**config.mk**
```make
export PLATFORM = sky130hd
export DESIGN_NAME = rcg_top
export DESIGN_NICKNAME = d
export VERILOG_FILES = /design/src/core/rcg_pkg.sv /design/src/core/rcg_unit_if.sv /design/src/core/rcg_clk_gate.sv /design/src/core/rcg_fault_chk.sv /design/src/core/rcg_top.sv
export SDC_FILE = /design/constraint.sdc
export NUM_CORES = 1
export LEC_CHECK = 0
export CAP_MARGIN = 20
export CELL_PAD_IN_SITES_DETAIL_PLACEMENT = 2
export CELL_PAD_IN_SITES_GLOBAL_PLACEMENT = 2
export CORE_ASPECT_RATIO = 0.9
export CORE_MARGIN = 10
export CORE_UTILIZATION = 38
export CTS_CLUSTER_DIAMETER = 50
export DETAILED_ROUTE_END_ITERATION = 8
export DONT_BUFFER_PORTS = 1
export PLACE_DENSITY = 0.89
export SYNTH_ARGS = -nofsm -noshare
export SYNTH_HDL_FRONTEND = slang
export SYNTH_SLANG_ARGS = --single-unit
```
**constraint.sdc**
```tcl
create_clock -name sys_clk -period 2.8 [get_ports sys_clk]
set_clock_uncertainty 0.15 [all_clocks]
set_input_delay 0.28 -clock sys_clk [delete_from_list [all_inputs] [get_ports sys_clk]]
set_output_delay 0.28 -clock sys_clk [all_outputs]
set_load 0.01 [all_outputs]
```
**src/core/rcg_pkg.sv**
```systemverilog
package rcg_pkg;
   localparam int          NUM_UNITS     = 5;
   localparam int          ADDR_W        = 12;
   localparam int          TICK_W        = 16;
   localparam logic [11:0] RUN_OFF       = 12'h100;
   localparam logic [11:0] STAT_OFF      = 12'h104;
   localparam logic [11:0] MASK_OFF      = 12'h108;
   localparam logic [31:0] RUN_RESET     = 32'h0000_0040;
   localparam logic [31:0] RUN_WMASK     = 32'h0111_0348;
   localparam logic [4:0]  STAT_RESET    = 5'h00;
   localparam logic [4:0]  MASK_RESET    = 5'h00;
   // Bit positions in run_clock_gate_reg
   localparam int          DOG_TIMER_CLK_EN_BIT        = 3;
   localparam int          LOW_POWER_KEEPER_CLK_EN_BIT = 6;
   localparam int          CONV_CLK_EN_BIT             = 16;
   localparam int          PWM_CLK_EN_BIT              = 20;
   localparam int          MSG_CTRL_CLK_EN_BIT         = 24;
   localparam int          RATE_LSB      = 8;
   localparam int          RATE_MSB      = 9;
   // Unit index in the enable vectors
   localparam int          U_DOG         = 0;
   localparam int          U_KEEP        = 1;
   localparam int          U_CONV        = 2;
   localparam int          U_PWM         = 3;
   localparam int          U_MSG         = 4;
   localparam logic [1:0]  RATE_125K     = 2'h0;
   localparam logic [1:0]  RATE_250K     = 2'h1;
   localparam logic [1:0]  RATE_500K     = 2'h2;
   localparam int          CLK_PERIOD_NS = 20;
   localparam int          PER_125K_NS   = 8000;
   localparam int          PER_250K_NS   = 4000;
   localparam int          PER_500K_NS   = 2000;
   localparam int          CYC_125K      = PER_125K_NS / CLK_PERIOD_NS;
   localparam int          CYC_250K      = PER_250K_NS / CLK_PERIOD_NS;
   localparam int          CYC_500K      = PER_500K_NS / CLK_PERIOD_NS;

   function automatic logic [4:0] unit_bits(input logic [31:0] w);
      return {w[MSG_CTRL_CLK_EN_BIT], w[PWM_CLK_EN_BIT], w[CONV_CLK_EN_BIT],
              w[LOW_POWER_KEEPER_CLK_EN_BIT], w[DOG_TIMER_CLK_EN_BIT]};
   endfunction

   function automatic logic get_bit(input logic [31:0] w, input int i);
      return w[i];
   endfunction

   function automatic logic [TICK_W-1:0] rate_cycles(input logic [1:0] code);
      if (code == RATE_500K) begin
         return TICK_W'(CYC_500K);
      end else if (code == RATE_250K) begin
         return TICK_W'(CYC_250K);
      end else begin
         return TICK_W'(CYC_125K);
      end
   endfunction
endpackage

```
**src/core/rcg_unit_if.sv**
```systemverilog
`timescale 1ns/100ps
interface rcg_unit_if #(parameter int N = 5);
   logic [N-1:0] en;
   logic [N-1:0] acc_req;
   logic [N-1:0] fault;
   modport core (output en, output acc_req, input fault);
   modport gate (input en);
   modport chk  (input en, input acc_req, output fault);
endinterface

```
**src/core/rcg_clk_gate.sv**
```systemverilog
`timescale 1ns/100ps
module rcg_clk_gate
   import rcg_pkg::*;
#(
   parameter int           N      = NUM_UNITS,
   parameter logic [N-1:0] RST_EN = '0
) (
   input  wire logic   clk,
   input  wire logic   reset,
   rcg_unit_if.gate    u,
   output logic [N-1:0] gclk
);
   typedef struct packed {
      logic [N-1:0] en_lo;
   } rcg_gate_state_t;

   rcg_gate_state_t st_r;
   rcg_gate_state_t st_nxt;

   // Enable is taken on the falling clock edge, so a pulse is never cut short
   always_comb begin
      st_nxt       = st_r;
      st_nxt.en_lo = u.en;
   end

   always_ff @(negedge clk or posedge reset) begin
      if (reset) begin
         st_r.en_lo <= RST_EN;
      end else begin
         st_r <= st_nxt;
      end
   end

   assign gclk = {N{clk}} & st_r.en_lo;
endmodule

```
**src/core/rcg_fault_chk.sv**
```systemverilog
`timescale 1ns/100ps
module rcg_fault_chk
   import rcg_pkg::*;
#(
   parameter int N = NUM_UNITS
) (
   input  wire logic clk,
   input  wire logic reset,
   rcg_unit_if.chk   u
);
   typedef struct packed {
      logic [N-1:0] fault;
   } rcg_fault_state_t;

   rcg_fault_state_t st_r;
   rcg_fault_state_t st_nxt;

   // One-cycle fault answer for each access to an unclocked unit
   always_comb begin
      st_nxt       = st_r;
      st_nxt.fault = u.acc_req & ~u.en;
   end

   always_ff @(posedge clk or posedge reset) begin
      if (reset) begin
         st_r.fault <= '0;
      end else begin
         st_r <= st_nxt;
      end
   end

   assign u.fault = st_r.fault;
endmodule

```
**src/core/rcg_top.sv**
```systemverilog
`timescale 1ns/100ps
module rcg_top
   import rcg_pkg::*;
#(
   parameter int         N        = NUM_UNITS,
   parameter logic [1:0] MAX_RATE = RATE_500K
) (
   input  wire logic              sys_clk,
   input  wire logic              reset,
   input  wire logic [ADDR_W-1:0] reg_addr,
   input  wire logic [31:0]       reg_wdata,
   input  wire logic              reg_wr,
   input  wire logic              reg_rd,
   output logic [31:0]            reg_rdata,
   input  wire logic              auto_gating_select,
   input  wire logic              sleep_now,
   input  wire logic              deep_sleep_now,
   input  wire logic [N-1:0]      sleep_gate_en,
   input  wire logic [N-1:0]      deep_gate_en,
   input  wire logic [N-1:0]      unit_acc_req,
   output logic [N-1:0]           bus_fault,
   output logic [N-1:0]           unit_clk_en,
   output logic [N-1:0]           unit_clk,
   output logic [1:0]             converter_sample_rate,
   output logic                   conv_sample_tick,
   output logic                   irq
);
   typedef struct packed {
      logic [31:0]       run;
      logic [N-1:0]      stat;
      logic [N-1:0]      mask;
      logic [31:0]       rdata;
      logic              irq;
      logic [N-1:0]      en;
      logic [TICK_W-1:0] tick_cnt;
      logic              tick;
   } rcg_state_t;

   localparam logic [N-1:0] EN_RESET = N'(unit_bits(RUN_RESET));

   rcg_state_t  st_r;
   rcg_state_t  st_nxt;
   logic [N-1:0] w1c;
   logic [N-1:0] gated_acc;

   rcg_unit_if #(.N(N)) u ();

   // Store only writable bits and clamp the rate to the permitted maximum
   function automatic logic [31:0] run_wr_val(input logic [31:0] w);
      logic [31:0] v;
      v = w & RUN_WMASK;
      if (v[RATE_MSB:RATE_LSB] > MAX_RATE) begin
         v[RATE_MSB:RATE_LSB] = MAX_RATE;
      end
      return v;
   endfunction

   rcg_clk_gate #(
      .N      (N),
      .RST_EN (EN_RESET)
   ) u_gate (
      .clk   (sys_clk),
      .reset (reset),
      .u     (u.gate),
      .gclk  (unit_clk)
   );

   rcg_fault_chk #(
      .N (N)
   ) u_fault (
      .clk   (sys_clk),
      .reset (reset),
      .u     (u.chk)
   );

   assign u.en      = st_r.en;
   assign u.acc_req = unit_acc_req;
   assign gated_acc = unit_acc_req & ~st_r.en;

   always_comb begin
      st_nxt       = st_r;
      st_nxt.rdata = '0;
      st_nxt.tick  = 1'b0;
      w1c          = '0;

      // Register writes
      if (reg_wr) begin
         if (reg_addr == RUN_OFF) begin
            st_nxt.run = run_wr_val(reg_wdata);
         end else if (reg_addr == STAT_OFF) begin
            w1c = reg_wdata[N-1:0];
         end else if (reg_addr == MASK_OFF) begin
            st_nxt.mask = reg_wdata[N-1:0];
         end
      end

      // New faults win over a clearing write in the same cycle
      st_nxt.stat = (st_r.stat & ~w1c) | u.fault;

      // Register reads; unmapped addresses read zero
      if (reg_rd) begin
         if (reg_addr == RUN_OFF) begin
            st_nxt.rdata = st_r.run;
         end else if (reg_addr == STAT_OFF) begin
            st_nxt.rdata = {{(32-N){1'b0}}, st_r.stat};
         end else if (reg_addr == MASK_OFF) begin
            st_nxt.rdata = {{(32-N){1'b0}}, st_r.mask};
         end
      end

      // Unit enables: run register unless auto gating picks a sleep set
      if (auto_gating_select && deep_sleep_now) begin
         st_nxt.en = deep_gate_en;
      end else if (auto_gating_select && sleep_now) begin
         st_nxt.en = sleep_gate_en;
      end else begin
         st_nxt.en = N'(unit_bits(st_nxt.run));
      end

      st_nxt.irq = |(st_nxt.stat & st_nxt.mask);

      // Converter sample pacing from the selected rate
      if (!st_r.en[U_CONV]) begin
         st_nxt.tick_cnt = rate_cycles(st_nxt.run[RATE_MSB:RATE_LSB]) - 16'h0001;
      end else if (st_r.tick_cnt == '0) begin
         st_nxt.tick     = 1'b1;
         st_nxt.tick_cnt = rate_cycles(st_nxt.run[RATE_MSB:RATE_LSB]) - 16'h0001;
      end else begin
         st_nxt.tick_cnt = st_r.tick_cnt - 16'h0001;
      end
   end

   always_ff @(posedge sys_clk or posedge reset) begin
      if (reset) begin
         st_r.run      <= RUN_RESET;
         st_r.stat     <= STAT_RESET;
         st_r.mask     <= MASK_RESET;
         st_r.rdata    <= '0;
         st_r.irq      <= 1'b0;
         st_r.en       <= EN_RESET;
         st_r.tick_cnt <= TICK_W'(CYC_125K - 1);
         st_r.tick     <= 1'b0;
      end else begin
         st_r <= st_nxt;
      end
   end

   assign reg_rdata             = st_r.rdata;
   assign bus_fault             = u.fault;
   assign unit_clk_en           = st_r.en;
   assign converter_sample_rate = st_r.run[RATE_MSB:RATE_LSB];
   assign conv_sample_tick      = st_r.tick;
   assign irq                   = st_r.irq;
endmodule

```
==> results by group <==
Finish
  – Ratio of cells with drive above 1 in the final layout: 18.4%
  – Nets: 374
  – Fillers: just under 800
  – Diode count: 0
  – P&R area growth vs syn: 20.3%

Critical path
  – Worst path slowest cell: dfstp_2
  – CP Max Fanout: 1
  – Crit-path cells: and2_4
  – CP required: about 2400 ps
  – CP delay by family, top: flip-flops
  – CP endpoint kind: output port
  – Buf+Inv Stages, Crit Path: 0
  – Critical path type: flop to output port
  – Max incr delay on CP: 510 ps
  – Critical Path Start Type: flop
  – Data arrival, critical path: ~2600 ps

Place
  – PortBufs: 0
  – Detail Placement HPWL: 6220 um
  – RD Place Congestion: about 0.76
  – Dpl ws: 318 ps

Route
  – DR vias/cell: 5.34
  – Via count: 2162
  – Pre-Repair DR Iteration Count: 4
  – DRC: 0
  – Drt wl/cell: ~25 um
  – Routed WL: 10300 um
  – First DRT Iteration DRCs: 70
  – DRT antenna net count: 0

Floorplan
  – Die W: 113 um
  – Die ar.: 11800 sq um
  – Ports: 117
  – Starting Density: 39.3%
  – Chip height: roughly 100 um
  – Row count: 30
  – Core area: 7580 sq um

Outcome
  – Violated checks: negative setup slack
  – Status: finished, violations left

Global routing
  – Remaining global-route overflow: 0
  – Global-route wire length before repair: 16100 um
  – Total track usage: 17.8%
  – Largest net degree at the start of global routing: 29
  – Initial antenna violation count: 0
  – Vias in the first global route: 2690

Timing
  – Slew Limit Headroom: roughly 55%
  – Final hold violations: 0
  – Slew @ Worst Pin: 671 ps
  – Setup WS post-layout: -189 ps
  – RSZ-0062 raised after global routing: yes
  – Final setup viols: 10
  – Hold_ws: 91.6 ps
  – Max-slew violations: 0
  – Fin Setup TNS: -352 ps

Yosys
  – Register area share after synthesis: 51.6%
  – Ys async rst share: 100%
  – Mean post-synth cell area: 11.2 sq um
  – Library cells used by synthesis: 46
  – Ys flop type: dfrtp_1
  – Post-Syn Instances: 266
  – Flops & latches, synth: 61
  – Mapped Area: 2980 sq um
  – Yosys warnings: 0
  – Post-synth EDFFs: 0

Power and ir drop
  – Pleak: 1.64 nW
  – PD cells: 627 nW/um^2
  – Reg power frac: 41.3%
  – Switching Share: 25.4%
  – NetSw: 570 uW
  – Max VDD drop: 0.000304 V
  – Clock power share: 52.4%
  – Combinational share of power: 6.2%
  – Int Power: 1.68 mW

Job
  – Max-cap violations: 0

Clocking
  – CTS tree: yes
  – Clk Latency, worst-skew pair: ~460 ps
  – Clock transition at path regs: around 80 ps

Hold path
  – Worst Hold Class: primary input to flop
## cells in the mapped netlist (2+ instances only)
cell       count  share of area [%]
and3_1         4               0.84
o22a_1         2               0.59
a31oi_1        2               0.42
o22ai_1        4               0.84
nand2b_1       4               0.84
xnor2_1        8                2.4
o21ai_0        3               0.50
nor2_1        17                2.1
and2_1        13                2.7
buf_4         39                9.8
dfrtn_1        4                3.4
dfrtp_1       48                 40
a2bb2oi_1      5                1.5
nand2_1       16                2.0
nand3b_1       2               0.50
xor2_1         3               0.88
ha_1           5                2.1
a21oi_1        4               0.67
nor4_1         5                1.0
a22oi_1        5                1.3
nand4_1        3               0.63
mux2_2         9                3.4
dfstp_2        9                7.9
nor3_1         3               0.50
nor4b_4        2                1.6
o21a_1         2               0.50
inv_1         13                1.6
mux2_4         2                1.0
o21ai_1        5               0.84
nor2b_1        6                1.3
a21boi_1       4                1.0
## layout by cell type, fill, tap and decap left out, types with 3 or more instances in the layout
cell | netlist | layout
dfrtp_1 | 48 | 48
dlygate4sd3_1 | 0 | 36
conb_1 | 1 | 21
nor2_1 | 17 | 17
nand2_1 | 16 | 16
clkbuf_8 | 0 | 15
inv_1 | 13 | 12
mux2_2 | 9 | 9
dfstp_2 | 9 | 9
and2_1 | 13 | 8
xnor2_1 | 8 | 8
nor2b_1 | 6 | 6
buf_4 | 39 | 6
nor4_1 | 5 | 5
a22oi_1 | 5 | 5
a2bb2oi_1 | 5 | 5
and2_4 | 0 | 5
o21ai_1 | 5 | 5
ha_1 | 5 | 5
a21oi_1 | 4 | 4
and3_1 | 4 | 4
o22ai_1 | 4 | 4
nand2b_1 | 4 | 4
a21boi_1 | 4 | 4
dfrtn_1 | 4 | 4
o21ai_0 | 3 | 3
nand4_1 | 3 | 3
nor3_1 | 3 | 3
xor2_1 | 3 | 3
## area by class of cell
| type | instances | area (sq um) | area share (%) |
|---|---|---|---|
| clock buffer | 17 | 214 | 5.97 |
| clock inverter | 5 | 75.1 | 2.09 |
| inverter | 12 | 48.8 | 1.36 |
| multi-input combinational | 172 | 1180 | 33.0 |
| sequential | 61 | 1540 | 42.9 |
| tap | 96 | 120 | 3.35 |
| timing repair buffer | 42 | 405 | 11.3 |
## sequential cells by signal, summed over array words and instances, names as in the netlist
| signal | count |
|---|---|
| conv_sample_tick | 1 |
| irq | 1 |
| u_gate.st_r | 5 |
| st_r | 31 |
| converter_sample_rate | 2 |
| unit_clk_en | 5 |
| reg_rdata | 11 |
| u_fault.u.fault | 5 |
## repair_timing
| action | in CTS | in global routing |
|---|---|---|
| endpoints found under the hold margin | 80 | 0 |
| setup buffers | 0 | 0 |
| gates resized for setup | 5 | 0 |
| hold buffers | 36 | 0 |
| pin swaps | 4 | 0 |
| setup endpoints to repair | 10 | 10 |
## routing by layer
layer | vias to the layer above | GRT usage (%) | part of all wire, %
met1 | 1100 | 16.6 | 34
met4 | 0 | 11.1 | 3.1
met3 | 29 | 6.57 | 6.7
li1 | 927 | - | -
met5 | - | 0 | 0
met2 | 106 | 32.0 | 56
## worst paths after layout
check | startpoint | end | slack (ps) | cells after the start
max in group asynchronous | reset | u_gate.st_r[1] | 700 | 2
setup reg to reg | st_r[11] | st_r[3] | 340 | 5
hold / removal | deep_sleep_now | unit_clk_en[3] | 90 | 2
min in group asynchronous | reset | st_r[13] | 140 | 2
hold reg to reg | st_r[1] | st_r[1] | 320 | 1
setup / recovery | u_gate.st_r[1] | unit_clk[1] | -190 | 1
## power groups by stage
stage	registers, mW	clock network, mW	logic (mW)
floorplan	0.933	0.0378	0.0999
global placement	0.941	0.0378	0.0875
detailed placement	0.943	0.0378	0.0919
CTS	0.929	1.20	0.136
global route	0.932	1.25	0.155
finish	0.930	1.18	0.140
## stage by stage
| stage | cells | instance area (sq um) | utilization (%) | total power, mW |
|---|---|---|---|---|
| 4_1_cts | 405 | 3580 | 47.3 | 2.27 |
| 2_1_floorplan | 286 | 3060 | - | 1.07 |
| 5_1_grt | 405 | 3580 | 47.3 | 2.34 |
| 3_5_place_dp | 348 | 2930 | 38.6 | 1.07 |
| 6_report | 405 | 3580 | 47.3 | 2.25 |
| 3_3_place_gp | 348 | 2930 | 38.6 | 1.07 |
## logic make-up after synthesis
kind of cell | after synthesis | synth area share [%]
other | 1 | 0.126
xor gates and xnor gates | 11 | 3.23
DFF | 61 | 51.6
AOI/OAI and AO/OA | 39 | 8.98
and+or+nand+nor | 84 | 17.6
muxes | 12 | 4.74
adders and majority gates | 5 | 2.10
buffers and inverters | 53 | 11.6
Note: power is estimated with default switching activity, not from simulation.
